`src/hw/jcp_pkg.sv`:
```
`default_nettype none
package jcp_pkg;
  // Opcode prefixes
  localparam logic [7:0] PFX_NONE = 8'h00;
  localparam logic [7:0] PFX_EXT = 8'hed;
  localparam logic [7:0] PFX_IDX1 = 8'hdd;
  localparam logic [7:0] PFX_IDX2 = 8'hfd;
  // Control-flow opcodes
  localparam logic [7:0] OP_JP_IND = 8'he9;
  localparam logic [7:0] OP_CALL = 8'hcd;
  localparam logic [7:0] OP_RET = 8'hc9;
  localparam logic [7:0] OP_RET_MI = 8'h4d;
  localparam logic [7:0] OP_RET_NMI = 8'h45;
  localparam logic [7:0] OP_LOOP = 8'h10;
  localparam logic [7:0] RST_MASK = 8'hc7;
  localparam logic [7:0] RST_MATCH = 8'hc7;
  // Port opcodes
  localparam logic [7:0] OP_IN_IMM = 8'hdb;
  localparam logic [7:0] OP_OUT_IMM = 8'hd3;
  localparam logic [7:0] RSEL_MASK = 8'hc7;
  localparam logic [7:0] IN_REG_MATCH = 8'h40;
  localparam logic [7:0] OUT_REG_MATCH = 8'h41;
  localparam logic [7:0] BLK_MASK = 8'he6;
  localparam logic [7:0] BLK_MATCH = 8'ha2;
  // Field positions inside the opcode
  localparam int BLK_OUT_BIT = 0;
  localparam int BLK_DOWN_BIT = 3;
  localparam int BLK_RPT_BIT = 4;
  localparam int RSEL_LSB = 3;
  localparam int RSEL_MSB = 5;
  // Register file indices
  localparam logic [2:0] R_B = 3'h0;
  localparam logic [2:0] R_C = 3'h1;
  localparam logic [2:0] R_H = 3'h4;
  localparam logic [2:0] R_L = 3'h5;
  localparam logic [2:0] R_A = 3'h7;
  localparam int NUM_REGS = 8;
  // Load port selects above the 8-bit registers
  localparam logic [3:0] LD_SP = 4'h8;
  localparam logic [3:0] LD_IX = 4'h9;
  localparam logic [3:0] LD_IY = 4'ha;
  // Counts and reset values
  localparam logic [8:0] BLK_FULL = 9'h100;
  localparam logic [8:0] BLK_ONE = 9'h001;
  localparam logic [15:0] SP_RESET = 16'h0000;
  localparam logic [15:0] PC_RESET = 16'h0000;
  localparam int BUF_DEPTH_DEF = 2;
  typedef enum logic [2:0] {
    S_IDLE, S_PUSH_HI, S_PUSH_LO, S_POP_LO, S_POP_HI, S_IO, S_BLK
  } jcp_state_e;
endpackage : jcp_pkg
`default_nettype wire

```
`src/hw/jcp_exec.sv`:
```
`timescale 1ns/1ps
`default_nettype none
module jcp_exec import jcp_pkg::*; #(
  parameter int BUF_DEPTH = BUF_DEPTH_DEF
) (
  input wire logic I_REF_CLK,
  input wire logic I_RESET,
  input wire logic I_OP_VALID,
  input wire logic [7:0] I_OP_PREFIX,
  input wire logic [7:0] I_OP_CODE,
  input wire logic [15:0] I_OP_IMM,
  input wire logic [15:0] I_OP_PC_NEXT,
  output logic O_OP_READY,
  output logic O_DONE,
  output logic O_RETURN_FROM_MASKABLE_IRQ,
  input wire logic I_REG_WE,
  input wire logic [3:0] I_REG_SEL,
  input wire logic [15:0] I_REG_DATA,
  output logic [15:0] O_PC,
  output logic [15:0] O_SP,
  output logic [7:0] O_B,
  output logic [15:0] O_HL,
  output logic O_MEM_REQ,
  output logic O_MEM_WR,
  output logic [15:0] O_MEM_ADDR,
  output logic [7:0] O_MEM_WDATA,
  input wire logic I_MEM_ACK,
  input wire logic [7:0] I_MEM_RDATA,
  output logic O_IO_REQ,
  output logic O_IO_WR,
  output logic [15:0] O_IO_ADDR,
  output logic [7:0] O_IO_WDATA,
  input wire logic I_IO_ACK,
  input wire logic [7:0] I_IO_RDATA
);
  localparam int PW = (BUF_DEPTH > 1) ? $clog2(BUF_DEPTH) : 1;
  localparam int CW = $clog2(BUF_DEPTH + 1);

  jcp_state_e state;
  logic [7:0] regs [0:NUM_REGS-1];
  logic [15:0] sp, ix, iy, pc, tgt, lat_next;
  logic [2:0] io_dst;
  logic blk_out, blk_down, rd_busy, wr_busy;
  logic [8:0] rd_left;
  logic [7:0] buf_mem [0:BUF_DEPTH-1];
  logic [PW-1:0] wp, rp;
  logic [CW-1:0] cnt;

  ////////////////////////////////////////////////////////////////////////
  // Opcode decode
  wire take = I_OP_VALID & O_OP_READY;
  wire pfx_none = (I_OP_PREFIX == PFX_NONE);
  wire pfx_ext = (I_OP_PREFIX == PFX_EXT);
  wire [15:0] hl = {regs[R_H], regs[R_L]};
  wire [15:0] bc = {regs[R_B], regs[R_C]};
  wire is_jp = (I_OP_CODE == OP_JP_IND) & ~pfx_ext;
  wire is_call = pfx_none & (I_OP_CODE == OP_CALL);
  wire is_rst = pfx_none & ((I_OP_CODE & RST_MASK) == RST_MATCH);
  wire is_return_from_maskable_irq = pfx_ext & (I_OP_CODE == OP_RET_MI);
  wire is_ret = (pfx_none & (I_OP_CODE == OP_RET)) | is_return_from_maskable_irq |
                (pfx_ext & (I_OP_CODE == OP_RET_NMI));
  wire is_loop = pfx_none & (I_OP_CODE == OP_LOOP);
  wire is_in_imm = pfx_none & (I_OP_CODE == OP_IN_IMM);
  wire is_out_imm = pfx_none & (I_OP_CODE == OP_OUT_IMM);
  wire is_in_reg = pfx_ext & ((I_OP_CODE & RSEL_MASK) == IN_REG_MATCH);
  wire is_out_reg = pfx_ext & ((I_OP_CODE & RSEL_MASK) == OUT_REG_MATCH);
  wire is_blk = pfx_ext & ((I_OP_CODE & BLK_MASK) == BLK_MATCH);
  wire [2:0] rsel = I_OP_CODE[RSEL_MSB:RSEL_LSB];

  // Target selection for jumps, restarts and the loop branch
  // pointer or index
  wire [15:0] jp_target = (I_OP_PREFIX == PFX_IDX1) ? ix :
                          (I_OP_PREFIX == PFX_IDX2) ? iy : hl;
  wire [15:0] rst_vec = {10'h000, rsel, 3'h0};
  wire [7:0] b_dec = regs[R_B] - 8'h01;
  wire [15:0] rel_target = I_OP_PC_NEXT + {{8{I_OP_IMM[7]}}, I_OP_IMM[7:0]};
  wire [15:0] hl_step = blk_down ? hl - 16'h0001 : hl + 16'h0001;

  ////////////////////////////////////////////////////////////////////////
  // Block transfer handshakes and BUF_DEPTH-entry buffer controls
  wire in_blk = (state == S_BLK);
  wire rd_ack = rd_busy & (blk_out ? I_MEM_ACK : I_IO_ACK);
  wire wr_ack = wr_busy & (blk_out ? I_IO_ACK : I_MEM_ACK);
  wire mem_ack_blk = blk_out ? rd_ack : wr_ack;
  wire buf_in_ready = (cnt < CW'(BUF_DEPTH));
  wire buf_out_valid = (cnt != '0);
  wire push = in_blk & rd_ack;
  wire pop = in_blk & wr_ack;
  wire [7:0] push_data = blk_out ? I_MEM_RDATA : I_IO_RDATA;
  // Back-pressure: no new read while the buffer is full
  wire issue_rd = in_blk & (rd_left != '0) & ~rd_busy & buf_in_ready;
  wire issue_wr = in_blk & buf_out_valid & ~wr_busy;
  wire blk_end = in_blk & (rd_left == '0) & ~rd_busy & ~wr_busy &
                 ~buf_out_valid;

  // Buffer storage and pointers
  always_ff @(posedge I_REF_CLK or posedge I_RESET) begin
    if (I_RESET) begin
      wp <= '0;
      rp <= '0;
      cnt <= '0;
    end else begin
      if (push) begin
        buf_mem[wp] <= push_data;
        wp <= (wp == PW'(BUF_DEPTH - 1)) ? '0 : wp + 1'b1;
      end
      if (pop)
        rp <= (rp == PW'(BUF_DEPTH - 1)) ? '0 : rp + 1'b1;
      cnt <= cnt + CW'(push) - CW'(pop);
    end
  end

  ////////////////////////////////////////////////////////////////////////
  // Execution sequencer
  always_ff @(posedge I_REF_CLK or posedge I_RESET) begin
    if (I_RESET) begin
      state <= S_IDLE;
      for (int k = 0; k < NUM_REGS; k++)
        regs[k] <= 8'h00;
      sp <= SP_RESET;
      ix <= '0;
      iy <= '0;
      pc <= PC_RESET;
      tgt <= '0;
      lat_next <= '0;
      io_dst <= '0;
      blk_out <= 1'b0;
      blk_down <= 1'b0;
      rd_busy <= 1'b0;
      wr_busy <= 1'b0;
      rd_left <= '0;
      O_OP_READY <= 1'b0;
      O_DONE <= 1'b0;
      O_RETURN_FROM_MASKABLE_IRQ <= 1'b0;
      O_MEM_REQ <= 1'b0;
      O_MEM_WR <= 1'b0;
      O_MEM_ADDR <= '0;
      O_MEM_WDATA <= '0;
      O_IO_REQ <= 1'b0;
      O_IO_WR <= 1'b0;
      O_IO_ADDR <= '0;
      O_IO_WDATA <= '0;
    end else begin
      O_DONE <= 1'b0;
      O_RETURN_FROM_MASKABLE_IRQ <= take & is_return_from_maskable_irq;
      unique case (state)
        S_IDLE: begin
          O_OP_READY <= 1'b1;
          if (take) begin
            lat_next <= I_OP_PC_NEXT;
            if (is_jp) begin
              pc <= jp_target;
              O_DONE <= 1'b1;
            end else if (is_loop) begin
              regs[R_B] <= b_dec;
              pc <= (b_dec != 8'h00) ? rel_target : I_OP_PC_NEXT;
              O_DONE <= 1'b1;
            end else if (is_call | is_rst) begin
              tgt <= is_rst ? rst_vec : I_OP_IMM;
              sp <= sp - 16'h0001;
              O_MEM_ADDR <= sp - 16'h0001;
              O_MEM_WDATA <= I_OP_PC_NEXT[15:8];
              O_MEM_REQ <= 1'b1;
              O_MEM_WR <= 1'b1;
              O_OP_READY <= 1'b0;
              state <= S_PUSH_HI;
            end else if (is_ret) begin
              O_MEM_ADDR <= sp;
              O_MEM_REQ <= 1'b1;
              O_MEM_WR <= 1'b0;
              O_OP_READY <= 1'b0;
              state <= S_POP_LO;
            end else if (is_in_imm | is_out_imm) begin
              O_IO_ADDR <= {regs[R_A], I_OP_IMM[7:0]};
              O_IO_WDATA <= regs[R_A];
              O_IO_WR <= is_out_imm;
              O_IO_REQ <= 1'b1;
              io_dst <= R_A;
              O_OP_READY <= 1'b0;
              state <= S_IO;
            end else if (is_in_reg | is_out_reg) begin
              O_IO_ADDR <= bc;
              O_IO_WDATA <= regs[rsel];
              O_IO_WR <= is_out_reg;
              O_IO_REQ <= 1'b1;
              io_dst <= rsel;
              O_OP_READY <= 1'b0;
              state <= S_IO;
            end else if (is_blk) begin
              // count from B when repeating, zero means 256; otherwise one byte
              blk_out <= I_OP_CODE[BLK_OUT_BIT];
              blk_down <= I_OP_CODE[BLK_DOWN_BIT];
              rd_left <= ~I_OP_CODE[BLK_RPT_BIT] ? BLK_ONE :
                         (regs[R_B] == 8'h00) ? BLK_FULL : {1'b0, regs[R_B]};
              O_OP_READY <= 1'b0;
              state <= S_BLK;
            end else begin
              pc <= I_OP_PC_NEXT;
              O_DONE <= 1'b1;
            end
          end else if (I_REG_WE) begin
            if (I_REG_SEL == LD_SP)
              sp <= I_REG_DATA;
            else if (I_REG_SEL == LD_IX)
              ix <= I_REG_DATA;
            else if (I_REG_SEL == LD_IY)
              iy <= I_REG_DATA;
            else if (!I_REG_SEL[3])
              regs[I_REG_SEL[2:0]] <= I_REG_DATA[7:0];
          end
        end
        S_PUSH_HI: if (I_MEM_ACK) begin
          sp <= sp - 16'h0001;
          O_MEM_ADDR <= sp - 16'h0001;
          O_MEM_WDATA <= lat_next[7:0];
          state <= S_PUSH_LO;
        end
        S_PUSH_LO: if (I_MEM_ACK) begin
          O_MEM_REQ <= 1'b0;
          O_MEM_WR <= 1'b0;
          pc <= tgt;
          O_DONE <= 1'b1;
          O_OP_READY <= 1'b1;
          state <= S_IDLE;
        end
        S_POP_LO: if (I_MEM_ACK) begin
          tgt[7:0] <= I_MEM_RDATA;
          sp <= sp + 16'h0001;
          O_MEM_ADDR <= sp + 16'h0001;
          state <= S_POP_HI;
        end
        S_POP_HI: if (I_MEM_ACK) begin
          O_MEM_REQ <= 1'b0;
          pc <= {I_MEM_RDATA, tgt[7:0]};
          sp <= sp + 16'h0001;
          O_DONE <= 1'b1;
          O_OP_READY <= 1'b1;
          state <= S_IDLE;
        end
        S_IO: if (I_IO_ACK) begin
          O_IO_REQ <= 1'b0;
          O_IO_WR <= 1'b0;
          if (!O_IO_WR)
            regs[io_dst] <= I_IO_RDATA;
          pc <= lat_next;
          O_DONE <= 1'b1;
          O_OP_READY <= 1'b1;
          state <= S_IDLE;
        end
        S_BLK: begin
          if (rd_ack) begin
            rd_busy <= 1'b0;
            rd_left <= rd_left - BLK_ONE;
            regs[R_B] <= b_dec;
            if (blk_out)
              O_MEM_REQ <= 1'b0;
            else
              O_IO_REQ <= 1'b0;
          end
          if (wr_ack) begin
            wr_busy <= 1'b0;
            if (blk_out)
              O_IO_REQ <= 1'b0;
            else
              O_MEM_REQ <= 1'b0;
          end
          // pointer steps on each memory byte
          if (mem_ack_blk)
            {regs[R_H], regs[R_L]} <= hl_step;
          if (issue_rd) begin
            rd_busy <= 1'b1;
            if (blk_out) begin
              O_MEM_REQ <= 1'b1;
              O_MEM_WR <= 1'b0;
              O_MEM_ADDR <= hl;
            end else begin
              O_IO_REQ <= 1'b1;
              O_IO_WR <= 1'b0;
              O_IO_ADDR <= bc;
            end
          end
          if (issue_wr) begin
            wr_busy <= 1'b1;
            if (blk_out) begin
              O_IO_REQ <= 1'b1;
              O_IO_WR <= 1'b1;
              O_IO_ADDR <= bc;
              O_IO_WDATA <= buf_mem[rp];
            end else begin
              O_MEM_REQ <= 1'b1;
              O_MEM_WR <= 1'b1;
              O_MEM_ADDR <= hl;
              O_MEM_WDATA <= buf_mem[rp];
            end
          end
          if (blk_end) begin
            pc <= lat_next;
            O_DONE <= 1'b1;
            O_OP_READY <= 1'b1;
            state <= S_IDLE;
          end
        end
      endcase
    end
  end

  // Architectural state views
  assign O_PC = pc;
  assign O_SP = sp;
  assign O_B = regs[R_B];
  assign O_HL = hl;
endmodule : jcp_exec
`default_nettype wire

```
`config.mk`:
```
export PLATFORM = sky130hd
export DESIGN_NAME = jcp_exec
export DESIGN_NICKNAME = d
export VERILOG_FILES = /design/src/hw/jcp_pkg.sv /design/src/hw/jcp_exec.sv
export SDC_FILE = /design/constraint.sdc
export NUM_CORES = 1
export LEC_CHECK = 0
export ABC_AREA = 1
export BUFFER_PORTS_ARGS = -buffer_cell sky130_fd_sc_hd__buf_2
export CELL_PAD_IN_SITES_DETAIL_PLACEMENT = 1
export CELL_PAD_IN_SITES_GLOBAL_PLACEMENT = 1
export CORE_MARGIN = 2
export CORE_UTILIZATION = 39
export CTS_BUF_LIST = sky130_fd_sc_hd__clkbuf_4 sky130_fd_sc_hd__clkbuf_8 sky130_fd_sc_hd__clkbuf_16
export CTS_CLUSTER_SIZE = 20
export DETAILED_ROUTE_END_ITERATION = 10
export HOLD_SLACK_MARGIN = 0.12
export PLACE_DENSITY_LB_ADDON = 0.1
export SETUP_SLACK_MARGIN = 0.2
export SLEW_MARGIN = 20
export SYNTH_ARGS = -nofsm -noshare
export SYNTH_HDL_FRONTEND = slang
export SYNTH_SLANG_ARGS = --single-unit
```
`constraint.sdc`:
```
create_clock -name I_REF_CLK -period 6.8 [get_ports I_REF_CLK]
set_input_delay 0 -clock I_REF_CLK [delete_from_list [all_inputs] [get_ports I_REF_CLK]]
set_output_delay 0 -clock I_REF_CLK [all_outputs]
set_load 0.005 [all_outputs]
```
Word-level counts from Yosys, hierarchy flattened
Memory sizes are Yosys's and may differ from the RTL's.
Cells that the tools add are included.
{ "word_totals": {"register_bits": 238, "ramBits": 16, "memories": 1} }
{ "mem_list": {"columns": ["name", "words", "width", "read_ports", "rd_ports_with_merged_regs", "write_ports", "line_no", "source"], "rows": [
  ["buf_mem", 2, 8, 1, 0, 1, "jcp_exec.sv:45", "logic [7:0] buf_mem [0:BUF_DEPTH-1];"]
]} }
{ "classes": {"n_addsub": 11, "order_cmp": 6, "n_eq_ne": 71, "mux": 210, "n_bitwise": 48, "n_reduce_logical": 51} }
{ "op_table": {"columns": ["cell", "count"], "rows": [
  ["2-to-1 mux 16 bit", 46],
  ["2-to-1 mux 64 bit", 7],
  ["2-to-1 mux 8 bit", 30],
  ["bitwise mux 64 bit", 2],
  ["2-to-1 mux 9 bit", 11],
  ["case mux 16 bit (3 select lines)", 2],
  ["case mux 16 bit (5 select lines)", 1],
  ["2-to-1 mux 1 bit", 76],
  ["== test 8 bit (second input constant)", 8],
  ["case mux 16 bit (2 select lines)", 2],
  ["case mux 16 bit (4 select lines)", 1],
  ["2-to-1 mux 56 bit", 1],
  ["demux 8 bit (select 3 bit)", 2],
  ["case mux 24 bit (2 select lines)", 1],
  ["case mux 8 bit (3 select lines)", 2],
  ["!= test 2 bit (second input constant)", 23],
  ["2-to-1 mux 3 bit", 15],
  ["!= test 3 bit (second input constant)", 12],
  ["AND reduction 9 bit", 4],
  ["adder 16 x 1 -> 16 bit (second input constant)", 2],
  ["case mux 8 bit (2 select lines)", 2],
  ["subtractor 16 x 1 -> 16 bit (second input constant)", 2],
  ["bitwise AND 1 bit", 27],
  ["binary-select mux 8 bit (select 3 bit)", 1],
  ["other kinds (47)", 117]
]} }

Logic depth before layout (Yosys ltp)
Gate-level depths: netlist of run 1.
{ "logic_depth": {"word_depth": 13, "ltp_mapped": 16} }

Least setup slack after synthesis of run 1
Ideal clock, no wire load.
{ "synth_timing": {"path_type": "input -> register", "startpoint": "input I_RESET", "endpoint": "memory buf_mem[1][0], enable pin", "setup_ns": 0.338, "t_arrival_ns": 5.759, "setup_slack_ns": 0.704, "path_stages": 2, "cell_sequence": "inv_1 and3_1"} }
{ "synth_between": {"elab_chain_len": 3} }
{ "synth_lines": {"columns": ["element", "line_no", "source"], "rows": [
  ["from (decl)", "jcp_exec.sv:7", "input wire logic I_RESET,"],
  ["zero test 1 bit (no line)", null, null],
  ["logical AND 1 bit (implied by the code)", "jcp_exec.sv:104", "buf_mem[wp] <= push_data;"],
  ["2-to-1 mux 1 bit (implied by the code)", "jcp_exec.sv:104", null],
  ["to (decl)", "jcp_exec.sv:45", null]
]} }
Every way passes these cells.

Worst setup path in the final report of run 1
{ "layout_timing": {"startpoint": "register state[1]", "endpoint": "register pc[8], in the netlist O_PC[8]"} }
{ "layout_between": {"elab_chain_len": 7, "word_cells_on_any_way": 22, "cone_classes": "14 x eq/ne; 1 x mux; 4 x bitwise; 3 x reduce/logical"} }
{ "layout_lines": {"columns": ["element", "line_no", "source"], "rows": [
  ["from (decl)", "jcp_exec.sv:39", "jcp_state_e state;"],
  ["from (signal assigned)", "jcp_exec.sv:117", "state <= S_IDLE;"],
  ["from (signal assigned)", "jcp_exec.sv:166", "state <= S_PUSH_HI;"],
  ["from (signal assigned)", "jcp_exec.sv:172", "state <= S_POP_LO;"],
  ["== test 3 bit", "jcp_exec.sv:81, jcp_exec.sv:146", null],
  ["bitwise AND 1 bit (4 in series)", "jcp_exec.sv:93", "wire blk_end = in_blk & (rd_left == '0) & ~rd_busy & ~wr_busy &"],
  ["!= test 2 x 1 -> 1 bit (no line)", null, null],
  ["AND reduction 11 bit (no line)", null, null],
  ["to (signal assigned)", "jcp_exec.sv:152", "pc <= jp_target;"],
  ["to (signal assigned)", "jcp_exec.sv:156", "pc <= (b_dec != 8'h00) ? rel_target : I_OP_PC_NEXT;"],
  ["to (signal assigned)", "jcp_exec.sv:221", "pc <= tgt;"],
  ["to (decl)", "jcp_exec.sv:41", "logic [15:0] sp, ix, iy, pc, tgt, lat_next;"]
]} }
Parallel ways exist; a longest one is shown, timed or not.
A chain may end at the register's enable or synchronous reset.

==> results.json, run 1 <==
{
  "final_common_cell": "nand2_1",
  "clkTransAtPathRegs_ps": 60,
  "r2r_setup_slack_ps": 2930,
  "cts_hold_buf": 93,
  "tightest_slew_ps": 1010,
  "rsz0062_at_grt": "no",
  "hold_end": "io_dst[0]$_DFFE_PP0P_",
  "dieArea_mm2": 0.0489,
  "relSlewSlack_pct": 32.9,
  "cts_buffers": 34,
  "chipWidth_um": 221,
  "report.final.slew_viol_count": 0,
  "placed_cell_area_mm2": 0.0196,
  "async_flop_share_pct": 93.7,
  "ys_types": 60,
  "fin_cells": 3597,
  "syn-num-nets": 2883,
  "path_cells": "inv_2 > nor2_2 > nand2_2 > inv_2 > nand2_1 > nand2_1 > nor2_2 > nand3_2 > nor2_1 > nand2_1 > nand2_1",
  "min_period_over_period_pct": 56.9,
  "cts_setup_buffers": 0,
  "layout_common_cells": "nand2_1, o21ai_0, inv_1",
  "finalWirelength_um": 84100,
  "worstSetupEndpointType": "flip-flop",
  "hp-class": "in -> reg",
  "critical_path_class": "reg -> reg",
  "fill_cells": 6084,
  "final.setup_skew_ps": 35.0,
  "layout.nets": 3093,
  "critPathMostFrequentCell": "nand2_1",
  "synth-seq-area-share_pct": 35.0,
  "ys_ff_latch": 254,
  "syn_inst": 2754,
  "setup_slack_ps": 2930,
  "cpMaxStageDelayCell": "inv_2",
  "drt_iter0_markers": 1681,
  "multi_input_area_mm2": 0.0100,
  "p_per_area_mw_per_mm2": 388,
  "tns_ps": 0,
  "initial_utilization_pct": 39.5,
  "dp_slack_ps": 3020,
  "register_area_mm2": 0.00644,
  "via_per_inst": 5.71,
  "ir_drop_v": 0.000204,
  "grt_pass1_wl_um": 128000,
  "core-area_mm2": 0.0466,
  "cp-start-kind": "flip-flop",
  "h-tree-depth": 2,
  "cts_root_buf": "clkbuf_16",
  "dp_hpwl_um": 62300,
  "fin_area_mm2": 0.0216,
  "num_rows": 79,
  "place_congestion": 0.939,
  "hold_violations": 0,
  "rr_endpoint": "O_PC[8]$_DFFE_PP0P_",
  "r2r_start": "state[1]$_DFFE_PP0P_",
  "hold-path-cell-count": 3,
  "hp-start": "I_OP_CODE[3]",
  "dr.pass1.iters": 5,
  "grt_usage_pct": 33.8,
  "grt.overflow.total": 0,
  "die_h_um": 221,
  "numClockSinks": 254,
  "finalSetupViolCount": 0,
  "port_buffers": 200,
  "post_cts_resize_count": 0,
  "vias": 20544,
  "synth.avg_cell_area_um2": 6.68,
  "drcViolationCount": 0,
  "synth_enable_flop_cells": 16,
  "crit_buf_inv": 2,
  "worst_ep_arrival_time_ps": 4300,
  "required_ps": 7230,
  "synthFlopType": "dfrtp_1",
  "status": "complete, no violations",
  "path_delay_family": "simple AND/OR/NAND/NOR gates",
  "wl_per_cell_um": 23.4,
  "cp_max_fo": 42,
  "clkLatencyLatePin_ps": 570,
  "max_freq_mhz": 259,
  "finalPower_mw": 8.40,
  "leakage_nw": 10.7,
  "period_needed_ps": 3870,
  "r2r_cells": 11,
  "cap_violations": 0,
  "cts_tree": "built",
  "synth_area_mm2": 0.0184,
  "antenna_found_initial": 1,
  "grt_pass1_vias": 20634,
  "drtAntennaViolNets": 0,
  "drive_gt1_share_pct": 11.7,
  "areaGrowthSynthToFinish_pct": 17.5,
  "grt_max_degree": 126,
  "pin_count": 201,
  "place_inst": 3442,
  "yosysWarnings": 0,
  "clockBufferDepth": 3,
  "slowest_delay_ps": 900
}
worst max path at each step:
stage                    startpoint  slack [ps]  cells after the start                        to
2_1_floorplan               I_RESET         260                      1        O_B[0]$_DFFE_PP0P_
5_1_grt        state[1]$_DFFE_PP0P_        2660                     11       O_PC[7]$_DFFE_PP0P_
4_1_cts        state[1]$_DFFE_PP0P_        2970                     11  O_IO_ADDR[1]$_DFFE_PP0P_
3_3_place_gp           I_OP_CODE[3]        3110                     13      O_PC[13]$_DFFE_PP0P_
3_5_place_dp   state[1]$_DFFE_PP0P_        3020                     11  O_IO_ADDR[9]$_DFFE_PP0P_
6_report       state[1]$_DFFE_PP0P_        2930                     11       O_PC[8]$_DFFE_PP0P_
cells in the mapped netlist (5+ instances only):
master | n | share of area, %
a21boi_1 | 8 | 0.33
a21oi_1 | 155 | 4.2
a221oi_1 | 8 | 0.38
a22oi_1 | 8 | 0.33
a31oi_1 | 10 | 0.34
buf_1 | 6 | 0.12
buf_2 | 29 | 0.79
buf_4 | 33 | 1.3
buf_6 | 5 | 0.31
clkbuf_1 | 56 | 1.1
dfrtp_1 | 238 | 32
edfxtp_1 | 16 | 2.6
ha_1 | 37 | 2.5
inv_1 | 321 | 6.5
inv_2 | 15 | 0.31
nand2_1 | 821 | 17
nand2_2 | 8 | 0.27
nand3_1 | 147 | 4.0
nand3b_1 | 7 | 0.29
nand4_1 | 24 | 0.82
nor2_1 | 198 | 4.0
nor2_2 | 10 | 0.34
nor2_4 | 7 | 0.43
nor3_1 | 43 | 1.2
o211ai_1 | 26 | 1.1
o21ai_0 | 328 | 8.9
o21ai_1 | 13 | 0.35
o21ai_2 | 6 | 0.29
o221ai_1 | 16 | 0.76
o22ai_1 | 63 | 2.1
or2_2 | 5 | 0.17
xnor2_1 | 10 | 0.48
xor2_1 | 21 | 1.0
tightest hold or removal path: stages:
cell	delay, ps
buf_2	320
nor3_1	270
a21oi_1	60
stage by stage:
stage	utilization [%]	hold slack (ps)
after floorplan	-	121
after global placement	42.1	275
after detailed placement	42.1	273
after CTS	46.4	128
after global routing	46.4	194
final	46.4	146
sequential cells by signal (all words and copies together) (netlist names), 2 cells and up:
| register | cells |
|---|---|
| O_PC | 16 |
| O_IO_ADDR | 16 |
| lat_next | 16 |
| ix | 16 |
| O_SP | 16 |
| regs | 32 |
| bc | 8 |
| tgt | 16 |
| io_dst | 3 |
| O_MEM_WDATA | 8 |
| O_MEM_ADDR | 16 |
| O_IO_WDATA | 8 |
| iy | 16 |
| buf_mem | 16 |
| O_B | 8 |
| cnt | 2 |
| rd_left | 9 |
| O_HL | 16 |
| state | 3 |
per-layer routing:
metal | vias up | share of wire (%) | GRT usage (%)
met5 | - | 0.015 | 0
met4 | 2 | 4.3 | 13.6
met3 | 190 | 6.6 | 5.48
met2 | 747 | 46 | 54.6
met1 | 10121 | 43 | 45.0
li1 | 9484 | - | -
cells by family after synthesis:
family / synth area share [%]
buffers and inverters: 10.7
flip-flops: 35.0
AO/OA/AOI/OAI: 20.2
adder cells (fa/ha/maj): 2.73
multiplexers: 0.490
XOR/XNOR: 1.48
AND/OR/NAND/NOR: 29.5
cell type report:
class                           instances  area share, %
Timing Repair Buffer                  304           9.37
Inverter                              340           5.95
Tap cell                              607           3.51
Multi-Input combinational cell       2030           46.4
Antenna cell                            1         0.0116
Sequential cell                       254           29.8
Clock buffer                           50           4.64
Clock inverter                         11          0.382
report_power, final:
part / switching [mW] / total, mW / internal (mW)
registers: 0.585 / 2.66 / 2.07
clock network: 0.764 / 1.80 / 1.03
logic: 2.71 / 3.95 / 1.23
total: 4.06 / 8.40 / 4.34
No activity file was read; power rests on OpenSTA's default activity.
==> inputs of run 2 (changes only) <==
--- a/config.mk
+++ b/config.mk
@@ -10,7 +10,7 @@
 export CELL_PAD_IN_SITES_DETAIL_PLACEMENT = 1
 export CELL_PAD_IN_SITES_GLOBAL_PLACEMENT = 1
 export CORE_MARGIN = 2
-export CORE_UTILIZATION = 39
+export CORE_UTILIZATION = 43
 export CTS_BUF_LIST = sky130_fd_sc_hd__clkbuf_4 sky130_fd_sc_hd__clkbuf_8 sky130_fd_sc_hd__clkbuf_16
 export CTS_CLUSTER_SIZE = 20
 export DETAILED_ROUTE_END_ITERATION = 10
==> constraint.sdc (replaced) <==
create_clock -name I_REF_CLK -period 3.8 [get_ports I_REF_CLK]
set_input_delay 0 -clock I_REF_CLK [delete_from_list [all_inputs] [get_ports I_REF_CLK]]
set_output_delay 0 -clock I_REF_CLK [all_outputs]
set_load 0.005 [all_outputs]
==> run 2 against run 1 <==
Against the previous run: cell area down 0.13%; setup slack worse by 2500 ps; cell count down 1.5%; clock power up 69%; sequential cell count unchanged; largest cell class unchanged; critical path type unchanged; die area down 9.1%; hold slack better by 17 ps; critical endpoint is now tgt[7]$_DFFE_PP0P_; sequential share of layout area about the same; routed wire length down 1.7%; sequential power up 77%; non-clock buffer count up 17; combinational power up 78%.
==> results.json, run 2 (synthesized netlist as in run 1, its figures left out) <==
{
  "areaGrowthSynthToFinish_pct": 17.3,
  "cts_root_buf": "clkbuf_16",
  "cp-start-kind": "flip-flop",
  "top_register": "regs",
  "pin_count": 201,
  "numClockSinks": 254,
  "place_congestion": 0.934,
  "clockBufferDepth": 3,
  "seqPwrFrac_pct": 31.8,
  "max_freq_mhz": 297,
  "initial_utilization_pct": 43.7,
  "p_per_area_mw_per_mm2": 685,
  "ir_drop_v": 0.000492,
  "tightest_slew_ps": 1090,
  "tns_ps": 0,
  "relSlewSlack_pct": 27.4,
  "clkTransAtPathRegs_ps": 70,
  "via_per_inst": 5.86,
  "grtUsageMet1_pct": 49.9,
  "antenna_found_initial": 2,
  "cts_setup_buffers": 0,
  "dieArea_mm2": 0.0445,
  "clkPwrFrac_pct": 20.6,
  "report.final.slew_viol_count": 0,
  "status": "complete, no violations",
  "layout.nets": 3106,
  "largest_register_ffs": 32,
  "fill_cells": 5625,
  "grt_pass1_vias": 21083,
  "p_int_mw": 7.69,
  "grt_pass1_wl_um": 127000,
  "drive_gt1_share_pct": 12.0,
  "dp_hpwl_um": 61300,
  "finalPower_mw": 14.8,
  "hp-class": "in -> reg",
  "cp_max_fo": 16,
  "min_period_over_period_pct": 88.7,
  "wl_per_cell_um": 23.3,
  "die_h_um": 211,
  "rsz0062_at_grt": "no",
  "clkLatencyLatePin_ps": 590,
  "power_switching_mw": 7.10,
  "dr.pass1.iters": 6,
  "port_buffers": 200,
  "hold_violations": 0,
  "required_ps": 4300,
  "grt_usage_pct": 37.0,
  "multi_input_area_mm2": 0.0100,
  "num_rows": 75,
  "final.setup_skew_ps": 15.0,
  "cts_buffers": 30,
  "use_met3_pct": 4.55,
  "finalSetupViolCount": 0,
  "drt_iter0_markers": 1759,
  "core-area_mm2": 0.0421,
  "use_met2_pct": 59.6,
  "grt_max_degree": 155,
  "cts_tree": "built",
  "leakage_nw": 10.8,
  "drtAntennaViolNets": 0,
  "layout_common_cells": "nand2_1, o21ai_0, inv_1",
  "power_frac_comb_pct": 47.6,
  "top_usage_layer": "met2",
  "critical_path_class": "reg -> reg",
  "h-tree-depth": 1,
  "drcViolationCount": 0,
  "grt.overflow.total": 0,
  "vias": 20773,
  "chipWidth_um": 211,
  "period_needed_ps": 3370,
  "register_area_mm2": 0.00644,
  "worstSetupEndpointType": "flip-flop",
  "final_common_cell": "nand2_1",
  "cap_violations": 0,
  "finalWirelength_um": 82600,
  "swShare_pct": 48.0,
  "worst_ep_arrival_time_ps": 3870
}
run 2: changes by cell type in the layout (fill, tap and decap cells not counted), sizes merged:
cell | previous run | this run
buf | 211 | 225
bufinv | 0 | 2
clkbuf | 50 | 41
clkinv | 11 | 14
clkinvlp | 1 | 3
diode | 1 | 2
dlygate4sd3 | 93 | 96
inv | 339 | 336
run 2: layer usage:
layer / wire length [um] / part of all wire (%) / up-vias
met5: 0 / 0 / -
met4: 4090 / 5.0 / 0
met3: 5610 / 6.8 / 222
met2: 37800 / 46 / 822
met1: 35200 / 43 / 10220
li1: - / - / 9509
run 2: critical path: stages, from the launching register on:
cell	delay (ps)
dfrtp_1	490
inv_2	120
nor2_1	400
nand2_1	390
clkinvlp_4	370
a21oi_1	110
nor3_4	510
o211ai_1	180
dlygate4sd3_1	600
o21ai_0	100
run 2: metrics by stage:
step,worst slack (ps),instances,utilization [%],hold slack (ps),instance area (um2)
after global placement,864,3388,46.5,11.8,19600
after floorplan,-823,2754,-,121,18400
final,430,3542,51.2,163,21600
after CTS,472,3540,51.2,123,21600
after global routing,326,3541,51.2,197,21600
after detailed placement,647,3388,46.5,14.3,19600
run 2: timing repair:
action	in CTS	in global routing
hold buffers	96	0
gates resized for setup	0	1
endpoints found under the hold margin	428	0
setup endpoints to repair	0	1
run 2: final timing paths:
kind                                            from                        end  slack (ps)  depth (start not counted)
max reg2reg                     state[0]$_DFFE_PP0P_         tgt[7]$_DFFE_PP0P_         430                          9
min reg2reg                O_MEM_ADDR[4]$_DFFE_PP0P_  O_MEM_ADDR[4]$_DFFE_PP0P_         470                          2
min                                     I_OP_CODE[3]       blk_down$_DFFE_PP0P_         160                          4
max                             state[0]$_DFFE_PP0P_         tgt[7]$_DFFE_PP0P_         430                          9
min in group asynchronous                    I_RESET    lat_next[3]$_DFFE_PP0P_         580                          4
max in group asynchronous                    I_RESET         ix[13]$_DFFE_PP0P_        1880                          5
run 2: final cells by class:
type                            instances  share of cell area (%)
Antenna cell                            2                  0.0232
Timing Repair Buffer                  321                    10.0
Clock inverter                         15                   0.632
Sequential cell                       254                    29.8
Inverter                              340                    5.96
Clock buffer                           41                    4.09
Multi-Input combinational cell       2030                    46.4
Tap cell                              539                    3.12
run 2: power by group through the flow:
stage               sequential [mW]  clock (mW)  combinational, mW
floorplan                      4.30           0               4.67
global placement               4.66           0               6.59
detailed placement             4.70           0               6.77
CTS                            4.67        3.06               6.92
global route                   4.80        3.17               7.82
finish                         4.70        3.05               7.05
